## src/inc/memmap_pkg.sv

```systemverilog
package memmap_pkg;
  // Register indices (printed offsets; byte address is index on this plain port)
  localparam logic [7:0] ADDR_PORT4_CTRL = 8'h92;
  localparam logic [7:0] ADDR_MEM_CTRL = 8'hc6;
  localparam logic [7:0] ADDR_ADDR_CTRL = 8'h9d;
  localparam logic [7:0] ADDR_CLK_CTRL = 8'h8e;
  localparam logic [7:0] ADDR_CLK_MODE = 8'hc4;
  localparam logic [7:0] ADDR_STATUS = 8'hc7;
  // Field positions
  localparam int UPPER_LSB = 3;
  localparam int CE_LSB = 0;
  localparam int IDM_LSB = 6;
  localparam int CAN_SEL_BIT = 5;
  localparam int STACK_BIT = 2;
  localparam int MULT_BIT = 2;
  localparam int CLKDIV_LSB = 0;
  // Reset values
  localparam logic [7:0] PORT4_RESET = 8'h3f;
  localparam logic [7:0] MEM_RESET = 8'h00;
  localparam logic [2:0] STRETCH_RESET = 3'h1;
  localparam logic [1:0] CLKDIV_RESET = 2'h2;
  // Memory windows (24-bit addresses)
  localparam logic [23:0] SRAM_LOW_BASE = 24'h000000;
  localparam logic [23:0] SRAM_MID_BASE = 24'h00f000;
  localparam logic [23:0] SRAM_HIGH_BASE = 24'h400000;
  localparam logic [23:0] CAN_LOW_BASE = 24'h00ee00;
  localparam logic [23:0] CAN_HIGH_BASE = 24'h401000;
  localparam int SRAM_BITS = 12;
  localparam int CAN_BITS = 9;
  localparam int STACK_BITS = 10;
  // Machine cycle length minus one in system clocks for divide-by-4 (the module uses 4)
  localparam logic [1:0] CLKS_PER_MC_DIV4 = 2'h3;
  localparam logic [3:0] MC_INTERNAL = 4'h2;
  typedef enum logic [3:0] {
    ST_IDLE = 4'b0001,
    ST_SETUP = 4'b0010,
    ST_STROBE = 4'b0100,
    ST_HOLD = 4'b1000
  } bus_state_t;
endpackage

```

## src/core/memmap_stretch.sv

```systemverilog
// How it works
// - Place SRAM and CAN area by config
// - Stack mode reserves lowest 1kB SRAM
// - No external strobes on internal accesses
// - Shared mode: SRAM fetched and written
// - No extended stack in shared mode
// - Reset: A19-16 high pins, PROGRAM_CHIP_ENABLES low
// - Upper field selects address lines
// - Chip enable field selects enables
// - Four equal program blocks per chip enable
// - Combine bits assert enable on data moves
// - Combined blocks: write strobe, store read
// - Internal data moves take 2 cycles
// - Stretch affects only external data moves
// - Stretch 0-7 gives 2..5,9..12 cycles
// - Reset stretch is one cycle
// - Stretch 1 adds setup and hold clock
// - Stretch 4+: longer latch, hold, strobes
// - Above 4 only strobe width grows
// - Strobe width scales with clock mode
// - Multiplier bit selects 2 or 1 clocks
// - Stack mode bit cleared by reset
module memmap_stretch (
  // Clock and reset
  input wire logic mclk_i,
  input wire logic rst_i,
  // Register port
  input wire logic [7:0] reg_addr_i,
  input wire logic [7:0] reg_wdata_i,
  input wire logic reg_wr_i,
  input wire logic reg_rd_i,
  output logic [7:0] reg_rdata_o,
  // Core access request
  input wire logic acc_req_i,
  input wire logic acc_code_i,
  input wire logic acc_write_i,
  input wire logic acc_stack_i,
  input wire logic [23:0] acc_addr_i,
  output logic acc_busy_o,
  output logic acc_done_o,
  // Internal memory selects
  output logic sram_sel_o,
  output logic can_sel_o,
  // External bus
  output logic [3:0] port4_fn_o,
  output logic [3:0] port4_upper_o,
  output logic [3:0] port4_upper_oe_o,
  output logic [3:0] port4_ce_n_o,
  output logic [3:0] port4_ce_oe_o,
  output logic [3:0] data_ce_n_o,
  output logic addr_latch_o,
  output logic write_n_o,
  output logic read_n_o,
  output logic program_store_strobe_n_o,
  output logic data_drive_o
);

  ////////////////////////////////////////////////////////////////////////
  // Registers
  logic [7:0] port4_function_control; // Upper-address and chip-enable fields
  logic [7:0] memory_control; // SRAM map, CAN area, combine bits
  logic [7:0] address_control; // Stack mode bit
  logic [2:0] stretch_select; // Stretch field of clock control
  logic multiplier_factor; // 0: 2X, 1: 4X
  logic [1:0] clk_div; // Clock divide select
  logic shared_mode; // SRAM as program and data; driven by the decoding below

  // Port 4 control register
  always_ff @(posedge mclk_i or posedge rst_i) begin
    if (rst_i) begin
      port4_function_control <= memmap_pkg::PORT4_RESET;
    end else if (reg_wr_i && reg_addr_i == memmap_pkg::ADDR_PORT4_CTRL) begin
      port4_function_control <= {2'h0, reg_wdata_i[5:0]};
    end
  end

  // Memory control register
  always_ff @(posedge mclk_i or posedge rst_i) begin
    if (rst_i) begin
      memory_control <= memmap_pkg::MEM_RESET;
    end else if (reg_wr_i && reg_addr_i == memmap_pkg::ADDR_MEM_CTRL) begin
      memory_control <= {reg_wdata_i[7:5], 1'b0, reg_wdata_i[3:0]};
    end
  end

  // Address control: stack mode refused while SRAM is shared
  always_ff @(posedge mclk_i or posedge rst_i) begin
    if (rst_i) begin
      address_control <= 8'h00;
    end else if (reg_wr_i && reg_addr_i == memmap_pkg::ADDR_ADDR_CTRL) begin
      address_control <= 8'h00;
      address_control[memmap_pkg::STACK_BIT] <=
        reg_wdata_i[memmap_pkg::STACK_BIT] && !shared_mode;
    end else if (shared_mode) begin
      address_control[memmap_pkg::STACK_BIT] <= 1'b0;
    end
  end

  // Clock control: stretch field; software may change it any time
  always_ff @(posedge mclk_i or posedge rst_i) begin
    if (rst_i) begin
      stretch_select <= memmap_pkg::STRETCH_RESET;
      multiplier_factor <= 1'b0;
    end else if (reg_wr_i && reg_addr_i == memmap_pkg::ADDR_CLK_CTRL) begin
      stretch_select <= reg_wdata_i[2:0];
    end else if (reg_wr_i && reg_addr_i == memmap_pkg::ADDR_CLK_MODE) begin
      multiplier_factor <= reg_wdata_i[memmap_pkg::MULT_BIT];
    end
  end

  // Clock divide select; must pass through divide-by-4 state
  always_ff @(posedge mclk_i or posedge rst_i) begin
    if (rst_i) begin
      clk_div <= memmap_pkg::CLKDIV_RESET;
    end else if (reg_wr_i && reg_addr_i == memmap_pkg::ADDR_CLK_MODE) begin
      if (clk_div == memmap_pkg::CLKDIV_RESET ||
        reg_wdata_i[1:0] == memmap_pkg::CLKDIV_RESET) begin
        if (reg_wdata_i[1:0] != 2'h1) begin
          clk_div <= reg_wdata_i[1:0];
        end
      end
    end
  end

  ////////////////////////////////////////////////////////////////////////
  // Decoding
  logic [1:0] idm; // Internal memory config
  logic stack_mode; // Extended stack active
  logic [2:0] upper_field;
  logic [2:0] ce_field;
  assign idm = memory_control[memmap_pkg::IDM_LSB +: 2];
  assign shared_mode = (idm == 2'h3);
  assign stack_mode = address_control[memmap_pkg::STACK_BIT];
  assign upper_field = port4_function_control[memmap_pkg::UPPER_LSB +: 3];
  assign ce_field = port4_function_control[memmap_pkg::CE_LSB +: 3];

  // Mask of active lines for a 3-bit port 4 field (used twice)
  function automatic logic [3:0] field_mask(input logic [2:0] f);
    case (f)
      3'h4: field_mask = 4'h1;
      3'h5: field_mask = 4'h3;
      3'h6: field_mask = 4'h7;
      3'h7: field_mask = 4'hf;
      default: field_mask = 4'h0;
    endcase
  endfunction

  // SRAM hit: data map by config; stack uses lowest 1kB
  logic [23:0] sram_base;
  logic sram_hit;
  always_comb begin
    case (idm)
      2'h0: sram_base = memmap_pkg::SRAM_MID_BASE;
      2'h1: sram_base = memmap_pkg::SRAM_LOW_BASE;
      default: sram_base = memmap_pkg::SRAM_HIGH_BASE;
    endcase
    if (acc_stack_i) begin
      // Stack addresses index the bottom 1kB of the SRAM
      sram_hit = stack_mode && acc_addr_i[23:memmap_pkg::STACK_BITS] == 14'h0;
    end else if (acc_code_i) begin
      sram_hit = shared_mode && acc_addr_i[23:memmap_pkg::SRAM_BITS] ==
        sram_base[23:memmap_pkg::SRAM_BITS];
    end else begin
      // Data moves: lowest 1kB withheld while stack mode owns it
      sram_hit = acc_addr_i[23:memmap_pkg::SRAM_BITS] == sram_base[23:memmap_pkg::SRAM_BITS]
        && !(stack_mode && acc_addr_i[11:memmap_pkg::STACK_BITS] == 2'h0);
    end
  end

  // CAN message area hit
  logic can_hit;
  assign can_hit = !acc_code_i && !acc_stack_i &&
    acc_addr_i[23:memmap_pkg::CAN_BITS] ==
    (memory_control[memmap_pkg::CAN_SEL_BIT] ? memmap_pkg::CAN_HIGH_BASE[23:9] :
     memmap_pkg::CAN_LOW_BASE[23:9]);
  logic internal_hit;
  assign internal_hit = sram_hit || can_hit || acc_stack_i;

  // Chip-enable block: four equal blocks sized by upper field
  logic [1:0] block;
  always_comb begin
    case (upper_field)
      3'h4: block = acc_addr_i[18:17]; // 128kB
      3'h5: block = acc_addr_i[19:18]; // 256kB
      3'h6: block = acc_addr_i[20:19]; // 512kB
      3'h7: block = acc_addr_i[21:20]; // 1MB
      default: block = acc_addr_i[16:15]; // 32kB
    endcase
  end

  ////////////////////////////////////////////////////////////////////////
  // External cycle sequencer
  memmap_pkg::bus_state_t state;
  // Sixteen bits: the longest power-management access runs to 49152 clocks
  logic [15:0] clk_cnt; // Clocks left in current phase
  logic [15:0] total_cnt; // Clocks left in the whole access
  logic [15:0] mc_clocks; // System clocks per machine cycle
  logic [15:0] next_phase;
  logic [15:0] hold_len; // Hold fills the access up to its full length
  logic [3:0] mc_total; // Machine cycles of the access
  logic [1:0] cur_block;
  logic cur_write;
  logic cur_code;
  logic cur_combined;
  logic slow;

  // Clocks per machine cycle from clock mode
  always_comb begin
    case (clk_div)
      2'h0: mc_clocks = multiplier_factor ? 16'h0001 : 16'h0002;
      // Power management: strobes 1024 times the divide-by-4 ones
      2'h3: mc_clocks = 16'h1000;
      default: mc_clocks = 16'h0004;
    endcase
  end

  // Machine cycles for an external data move
  always_comb begin
    mc_total = (stretch_select >= 3'h4) ? 4'(stretch_select) + 4'h5
      : 4'(stretch_select) + 4'h2;
  end
  assign slow = stretch_select >= 3'h4;

  // Whole-access clock budget; reloaded every idle cycle so a new stretch applies at once
  always_ff @(posedge mclk_i or posedge rst_i) begin
    if (rst_i) begin
      total_cnt <= 16'h0;
    end else if (state == memmap_pkg::ST_IDLE) begin
      total_cnt <= 16'(mc_total * mc_clocks) - 16'h1;
    end else if (total_cnt != 16'h0) begin
      total_cnt <= total_cnt - 16'h1;
    end
  end

  // Hold takes what setup and strobe left; at one clock per machine cycle and stretch 0..3
  // setup and strobe use it all, so the access then runs a clock long
  assign hold_len = (cur_code || total_cnt == 16'h0) ? 16'h0 : total_cnt - 16'h1;

  // Phase lengths: setup, strobe, hold in machine-cycle clocks
  always_ff @(posedge mclk_i or posedge rst_i) begin
    if (rst_i) begin
      state <= memmap_pkg::ST_IDLE;
      clk_cnt <= 16'h0;
      cur_block <= 2'h0;
      cur_write <= 1'b0;
      cur_code <= 1'b0;
      cur_combined <= 1'b0;
    end else begin
      case (state)
        memmap_pkg::ST_IDLE: begin
          if (acc_req_i) begin
            cur_block <= block;
            cur_write <= acc_write_i;
            cur_code <= acc_code_i;
            cur_combined <= memory_control[block];
            state <= memmap_pkg::ST_SETUP;
            if (internal_hit) begin
              clk_cnt <= 16'(memmap_pkg::MC_INTERNAL * mc_clocks) - 16'h1;
              state <= memmap_pkg::ST_HOLD;
            end else if (acc_code_i) begin
              clk_cnt <= mc_clocks - 16'h1;
            end else begin
              // Setup: one clock at stretch 0, two at 1..3, extra MC at 4+
              clk_cnt <= slow ? mc_clocks + 16'h1 :
                (stretch_select == 3'h0 ? 16'h0 : 16'h1);
            end
          end
        end
        memmap_pkg::ST_SETUP: begin
          if (clk_cnt == 16'h0) begin
            state <= memmap_pkg::ST_STROBE;
            clk_cnt <= next_phase;
          end else begin
            clk_cnt <= clk_cnt - 16'h1;
          end
        end
        memmap_pkg::ST_STROBE: begin
          if (clk_cnt == 16'h0) begin
            state <= memmap_pkg::ST_HOLD;
            clk_cnt <= hold_len;
          end else begin
            clk_cnt <= clk_cnt - 16'h1;
          end
        end
        memmap_pkg::ST_HOLD: begin
          if (clk_cnt == 16'h0) begin
            state <= memmap_pkg::ST_IDLE;
          end else begin
            clk_cnt <= clk_cnt - 16'h1;
          end
        end
        default: state <= memmap_pkg::ST_IDLE;
      endcase
    end
  end

  // Strobe width: stretch x MC (stretch 0 gives half an MC), else leftover
  always_comb begin
    if (cur_code) begin
      next_phase = 16'h0;
    end else if (stretch_select == 3'h0) begin
      // Half a machine cycle; at one clock per cycle it rounds up to a clock
      next_phase = (mc_clocks > 16'h1) ? (mc_clocks >> 1) - 16'h1 : 16'h0;
    end else begin
      next_phase = 16'(stretch_select * mc_clocks) - 16'h1;
    end
  end

  ////////////////////////////////////////////////////////////////////////
  // Outputs
  logic in_strobe;
  assign in_strobe = state == memmap_pkg::ST_STROBE;
  assign acc_busy_o = state != memmap_pkg::ST_IDLE;

  // Registered bus outputs
  always_ff @(posedge mclk_i or posedge rst_i) begin
    if (rst_i) begin
      acc_done_o <= 1'b0;
      addr_latch_o <= 1'b0;
      write_n_o <= 1'b1;
      read_n_o <= 1'b1;
      program_store_strobe_n_o <= 1'b1;
      data_drive_o <= 1'b0;
      sram_sel_o <= 1'b0;
      can_sel_o <= 1'b0;
      port4_upper_o <= 4'h0;
      port4_ce_n_o <= 4'he; // first fetch from 00000h with enable 0
      data_ce_n_o <= 4'hf;
    end else begin
      acc_done_o <= state == memmap_pkg::ST_HOLD && clk_cnt == 16'h0;
      addr_latch_o <= state == memmap_pkg::ST_SETUP;
      write_n_o <= !(in_strobe && cur_write && !cur_code);
      read_n_o <= !(in_strobe && !cur_write && !cur_code && !cur_combined);
      program_store_strobe_n_o <= !(in_strobe && !cur_write &&
        (cur_code || cur_combined));
      data_drive_o <= cur_write && (state == memmap_pkg::ST_STROBE ||
        (state == memmap_pkg::ST_HOLD && clk_cnt != 16'h0));
      if (acc_req_i && state == memmap_pkg::ST_IDLE) begin
        sram_sel_o <= sram_hit;
        can_sel_o <= can_hit;
        port4_upper_o <= acc_addr_i[19:16];
      end
      if (state == memmap_pkg::ST_IDLE) begin
        port4_ce_n_o <= 4'hf;
        data_ce_n_o <= 4'hf;
      end
      if (state == memmap_pkg::ST_SETUP) begin
        if (cur_code || cur_combined) begin
          port4_ce_n_o <= ~(4'h1 << cur_block);
        end else begin
          data_ce_n_o <= ~(4'h1 << cur_block);
        end
      end
    end
  end

  // Pin function of port 4: upper lines and chip enables
  assign port4_upper_oe_o = field_mask(upper_field);
  assign port4_ce_oe_o = field_mask(ce_field);
  assign port4_fn_o = {upper_field == 3'h7, ce_field == 3'h7, shared_mode, stack_mode};

  // Register read, one cycle later
  always_ff @(posedge mclk_i or posedge rst_i) begin
    if (rst_i) begin
      reg_rdata_o <= 8'h00;
    end else if (reg_rd_i) begin
      case (reg_addr_i)
        memmap_pkg::ADDR_PORT4_CTRL: reg_rdata_o <= port4_function_control;
        memmap_pkg::ADDR_MEM_CTRL: reg_rdata_o <= memory_control;
        memmap_pkg::ADDR_ADDR_CTRL: reg_rdata_o <= address_control;
        memmap_pkg::ADDR_CLK_CTRL: reg_rdata_o <= {5'h0, stretch_select};
        memmap_pkg::ADDR_CLK_MODE: reg_rdata_o <= {5'h0, multiplier_factor, clk_div};
        memmap_pkg::ADDR_STATUS: reg_rdata_o <= {state, mc_total};
        default: reg_rdata_o <= 8'h00;
      endcase
    end else begin
      reg_rdata_o <= 8'h00;
    end
  end

endmodule // memmap_stretch

```

## config.mk

```make
export PLATFORM = sky130hd
export DESIGN_NAME = memmap_stretch
export DESIGN_NICKNAME = d
export VERILOG_FILES = /design/src/inc/memmap_pkg.sv /design/src/core/memmap_stretch.sv
export SDC_FILE = /design/constraint.sdc
export NUM_CORES = 1
export LEC_CHECK = 0
export ABC_AREA = 0
export BUFFER_PORTS_ARGS = -buffer_cell sky130_fd_sc_hd__buf_2
export CAP_MARGIN = 40
export CORE_MARGIN = 1.5
export CORE_UTILIZATION = 45
export CTS_BUF_LIST = sky130_fd_sc_hd__clkbuf_8
export DETAILED_ROUTE_END_ITERATION = 7
export REMOVE_ABC_BUFFERS = 1
export SETUP_SLACK_MARGIN = 0.15
export SLEW_MARGIN = 20
export SYNTH_ARGS = -nofsm -noshare
export SYNTH_HDL_FRONTEND = slang
export SYNTH_SLANG_ARGS = --single-unit
```

## constraint.sdc

```tcl
create_clock -name mclk_i -period 5 [get_ports mclk_i]
set_input_delay 0.5 -clock mclk_i [delete_from_list [all_inputs] [get_ports mclk_i]]
set_output_delay 0.5 -clock mclk_i [all_outputs]
set_load 0.05 [all_outputs]
```

# After elaboration in Yosys (flattened, before gate mapping)
# Index checks and enable logic that the tools add are counted.
totals:
  reg_bits: 89
  word_cells: 173
op_classes:
  n_addsub: 10
  multipliers: 2
  order_cmp: 3
  n_eq_ne: 32
  n_shift: 1
  mux: 43
  n_bitwise: 2
  n_reduce_logical: 55
ops:
  columns: ["operator", "n"]
  rows:
  - ["$mux W16", 13]
  - ["$sub A16 B1 Y16 const B", 6]
  - ["$pmux W16 S4", 1]
  - ["$eq A8 B8 Y1 const B", 6]
  - ["$mux W4", 12]
  - ["$pmux W4 S4", 3]
  - ["$pmux W8 S6", 1]
  - ["$pmux W23 S2", 1]
  - ["$logic_not A16 Y1", 2]
  - ["$reduce_bool A16 Y1", 2]
  - ["$pmux W13 S2", 1]
  - ["$eq A3 B3 Y1 const B", 8]
  - ["$logic_and A1 B1 Y1", 22]
  - ["$add A16 B1 Y16 const B", 1]
  - ["$gt A16 B1 Y1 const B", 1]
  - ["$mul A3 B16 Y16", 1]
  - ["$mul A4 B16 Y16", 1]
  - ["$sub A15 B1 Y16 const B", 1]
  - ["$eq A15 B14 Y1", 1]
  - ["$logic_not A14 Y1", 1]
  - ["$mux W14", 1]
  - ["$eq A12 B12 Y1", 1]
  - ["$logic_not A1 Y1", 10]
  - ["$eq A2 B2 Y1 const B", 4]
  - ["other kinds (28)", 47]

# Logic depth before layout (Yosys ltp)
depth:
  depth_word: 11
  mapped_depth: 19

# Worst setup path before layout
# OpenSTA, ideal clock, no wires.
synth_path:
  path_kind: "register to register"
  from: "register clk_div[1]"
  to: "register total_cnt[15]"
  t_arrival_ns: 4.198
  t_required_ns: 4.834
  slack_ns: 0.636
  path_stages_with_launch: 19
  path_cell_list: "dfstp_2 inv_1 ha_1 inv_1 and3_1 clkbuf_1 o21ai_0 ha_1 inv_1 fa_1 ha_1 ha_1 a21oi_1 o21bai_1 a2111oi_0 nor3_1 o21ai_0 xnor2_1 o22ai_1"
synth_via:
  elab_chain_len: 5
  elab_cells_between_ends: 6
synth_rtl:
  columns: ["element", "line", "source"]
  rows:
  - ["from (decl)", "memmap_stretch.sv:65", "logic [1:0] clk_div;"]
  - ["from (signal assigned)", "memmap_stretch.sv:114", "clk_div <= memmap_pkg::CLKDIV_RESET;"]
  - ["from (signal assigned)", "memmap_stretch.sv:119", "clk_div <= reg_wdata_i[1:0];"]
  - ["$eq A2 B2 Y1 or $logic_not A2 Y1 (tied branches)", "memmap_stretch.sv:209", "case (clk_div)"]
  - ["$pmux W13 S2 *", "memmap_stretch.sv:209", null]
  - ["$mul A4 B16 Y16 *", "memmap_stretch.sv:229", "total_cnt <= 16'(mc_total * mc_clocks) - 16'h1;"]
  - ["$sub A16 B1 Y16 *", "memmap_stretch.sv:229", null]
  - ["$mux W16 *", "memmap_stretch.sv:228", "end else if (state == memmap_pkg::ST_IDLE) begin"]
  - ["to (signal assigned)", "memmap_stretch.sv:229", null]
  - ["to (signal assigned)", "memmap_stretch.sv:231", "total_cnt <= total_cnt - 16'h1;"]
  - ["to (decl)", "memmap_stretch.sv:196", "logic [15:0] total_cnt;"]
# Mark *: on every way between the ends. The rest lies on a longest branch, timed or not.
# A chain may end at the register's enable or synchronous reset.

# Worst setup path in the final report
layout_path:
  from: "register stretch_select[0]"
  to: "register total_cnt[15]"
layout_via:
  elab_chain_len: 5
  elab_cells_between_ends: 7
layout_rtl:
  columns: ["element", "line", "source"]
  rows:
  - ["from (decl)", "memmap_stretch.sv:63", "logic [2:0] stretch_select;"]
  - ["from (signal assigned)", "memmap_stretch.sv:102", "stretch_select <= memmap_pkg::STRETCH_RESET;"]
  - ["from (signal assigned)", "memmap_stretch.sv:105", "stretch_select <= reg_wdata_i[2:0];"]
  - ["$add A3 B2 Y4, or another cell as far along", "memmap_stretch.sv:220", ": 4'(stretch_select) + 4'h2;"]
  - ["$mux W4 *", "memmap_stretch.sv:219", "mc_total = (stretch_select >= 3'h4) ? 4'(stretch_select) + 4'h5"]
  - ["$mul A4 B16 Y16 *", "memmap_stretch.sv:229", null]
  - ["$sub A16 B1 Y16 *", "memmap_stretch.sv:229", null]
  - ["$mux W16 *", "memmap_stretch.sv:228", null]
# Marks and branches as above.

==> results.ini <==
[floorplan]
io_pins=89
die-area_um2=15600
start_util_pct=46.1
die_w_um=125
coreArea_um2=14500
die_y_um=125
num_rows=44

[synthesis]
yosys.area_share.adder_pct=11.4
synth_top_family_by_area=simple AND/OR/NAND/NOR gates
synthMuxAreaShare_pct=4.70
synthXorXnorAreaFrac_pct=4.31
yosysUniqueCellTypes=73
synth_compound_area_share_pct=17.7
yosys_warnings=0
ys_ff_latch=89
avgSynthCellArea_um2=8.47
ys_seq_area_share_pct=33.6
synth_edf_count=0
synthSimpleGateAreaFrac_pct=23.5
synthesis.area_um2=6710
async_reset_ff_share_pct=100
synth-main-ff-cell=dfrtp_1
syn_inst=792

[worst_setup_path]
cp_data_arrival_time_ns=4.71
startpoint_type=flip-flop
crit_type=reg2reg
r2r_cells=17
worstPathMaxFanout=7
endpoint_kind=flip-flop
cp_data_required_time_ns=5.24

[sta]
max_slew_margin_pct=35.5
fin_crit_ns=4.47
finalMaxSlewViolations=0
rsz0062_at_grt=no
finalSetupViolCount=0
max_freq_mhz=224
worst_slew_pin_slew_ns=0.959
min_period_over_period_pct=89.3
skew_ns=0.00670
tns_ns=0
hold_viol_final=0

[pwr]
power_frac_clock_pct=19.0
p_leak_nw=3.33
power_density_nw_per_um2=364
combPwrFrac_pct=41.5
switching_share_pct=44.9
cell_internal_pwr_w=0.00150
vdd_drop_max_uv=129
p_sw_w=0.00122
finalPower_w=0.00272
seqPwrFrac_pct=39.5

[run_status]
outcome=finished clean

[detailed_routing]
ant_nets=0
drcViolationCount=0
firstDrtPassIters=6
routed_via_density=5.88
vias=6158
wirelength_mm=18.4
wl_per_cell_um=17.6
drt_iter0_markers=492

[grt]
grt_usage_pct=24.0
grt_pass1_wl_mm=30.4
grt-ovfl-total=0
grt_antenna_before_repair=0
grt_pass1_vias=5966
grt_max_degree=43

[flow_run]
drv_cap=0

[layout]
diodes=0
regArea_um2=2250
area_growth_pct=11.6
fin_nets=964
final.fill_count=1423
drive_gt1_share_pct=18.3
multi_input_area_um2=4130

[placed_design]
gp_congestion=0.871
io_buffers=79
hpwl_mm=14.3

[clock_network]
htreeDepth=3
clock_path_buffers=2
cts_tree=built
numCtsBuffers=9
cts_sinks=89
postCtsSetupBuffers=0
worstSkewPairLatency_ns=0.38
clkTransAtPathRegs_ns=0.09
cts_root_buf=clkbuf_8

[worst_hold_path]
hold_depth=3
min_path_type=in2reg

==> repair_timing <==
item / CTS / global route
hold buffers: 1 / 0
hold endpoints to repair: 1 / 0
setup endpoints to repair: 0 / 1
gates resized for setup: 0 / 1
==> per-stage QoR <==
stage               area [um2]  utilization (%)  cells  hold slack (ns)  worst slack (ns)
floorplan                 6560                -    758            0.408             0.624
detailed placement        7270             50.0   1030            0.417             0.495
global placement          7250             49.9   1029            0.451             0.572
global route              7480             51.5   1047            0.313             0.172
finish                    7480             51.5   1047            0.315             0.533
CTS                       7480             51.5   1047            0.300             0.442
==> cell type report <==
class | instances | share of cell area, %
clock buffer | 9 | 1.65
clock inverter | 7 | 1.07
inverter | 48 | 2.42
multi-input combinational | 621 | 55.2
sequential | 89 | 30.1
tap | 184 | 3.08
timing repair buffer | 89 | 6.49
==> power groups by stage <==
stage / logic, W / clock network [W] / registers [W]
4_1_cts: 0.00113 / 0.000532 / 0.00107
5_1_grt: 0.00125 / 0.000560 / 0.00110
6_report: 0.00113 / 0.000517 / 0.00107
2_1_floorplan: 0.000712 / 0 / 0.00113
3_3_place_gp: 0.00110 / 0 / 0.00107
3_5_place_dp: 0.00112 / 0 / 0.00108
==> logic make-up after synthesis <==
family                     count (synthesis)
and+or+nand+nor                          314
AOI/OAI and AO/OA                        189
muxes                                     27
DFF                                       89
adders and majority gates                 58
buffers and inverters                     82
xor gates and xnor gates                  33
==> sequential cells by signal, summed over array words and instances (netlist names), 2 cells and up <==
| register | count |
|---|---|
| clk_cnt | 16 |
| clk_div | 2 |
| cur_block | 2 |
| data_ce_n_o | 4 |
| memory_control | 7 |
| port4_ce_n_o | 4 |
| port4_function_control | 6 |
| port4_upper_o | 4 |
| reg_rdata_o | 8 |
| state | 4 |
| stretch_select | 3 |
| total_cnt | 16 |
==> synthesized netlist by cell type (4+ instances only) <==
master	n	area (um2)
dfstp_2	19	499
nand4_1	8	50.1
fa_1	5	100
nand2_1	99	372
a2111oi_0	4	35.0
inv_1	47	176
a31oi_1	13	81.3
nand3_1	18	90.1
nor4_1	13	81.3
a22oi_1	7	52.6
ha_1	53	663
o21bai_1	6	45.0
o21a_1	6	45.0
a21oi_1	33	165
mux2_2	16	180
o31ai_1	5	37.5
and3_1	8	50.1
nor3_1	36	180
nor2_1	64	240
nand3b_1	4	30.0
mux2i_1	9	90.1
and2_1	9	56.3
o211ai_1	6	45.0
o21ai_0	65	325
xor2_1	12	105
o22ai_1	13	81.3
nor2b_1	8	50.1
xnor2_1	21	184
or3_1	7	43.8
or4_1	5	37.5
dfrtp_1	70	1750
nor3b_1	5	37.5
clkbuf_1	29	109
nand2b_1	7	43.8
==> critical path: stages (launching register included) <==
cell,delay [ns]
dfstp_2,0.65
inv_1,0.12
ha_1,0.30
nand2_1,0.05
o21ai_0,0.22
and2_1,0.26
ha_1,0.26
inv_1,0.05
fa_1,0.53
inv_1,0.07
fa_1,0.46
a21oi_1,0.16
o21bai_1,0.12
a2111oi_1,0.52
nor3_1,0.12
o21ai_0,0.22
xnor2_1,0.14
o22ai_1,0.09
==> cell usage in the layout (no fill, tap or decap), types with 16 or more instances in the layout <==
cell and count:
nand2_1 99, buf_2 79, dfrtp_1 70, o21ai_0 65, nor2_1 64, ha_1 53
inv_1 47, nor3_1 36, a21oi_1 33, xnor2_1 21, dfstp_2 19, nand3_1 18
mux2_2 16
==> path summary, 6_finish.rpt <==
kind	endpoint	start	slack, ns
worst max-delay path	total_cnt[15]	stretch_select[0]	0.53
worst min-delay path	cur_write	acc_write_i	0.31
worst max register to register	total_cnt[15]	stretch_select[0]	0.53
worst min register to register	write_n_o	cur_write	0.46
max in group asynchronous	total_cnt[14]	rst_i	3.68
min in group asynchronous	port4_ce_n_o[0]	rst_i	0.57
==> routing by layer <==
metal / vias up / routed length (um) / GRT usage [%]
met5: - / 0 / 0
met4: 0 / 297 / 7.35
met3: 25 / 849 / 3.64
met2: 170 / 8760 / 38.7
met1: 2983 / 8520 / 33.4
li1: 2980 / - / -
No activity file was read; power rests on OpenSTA's default activity.
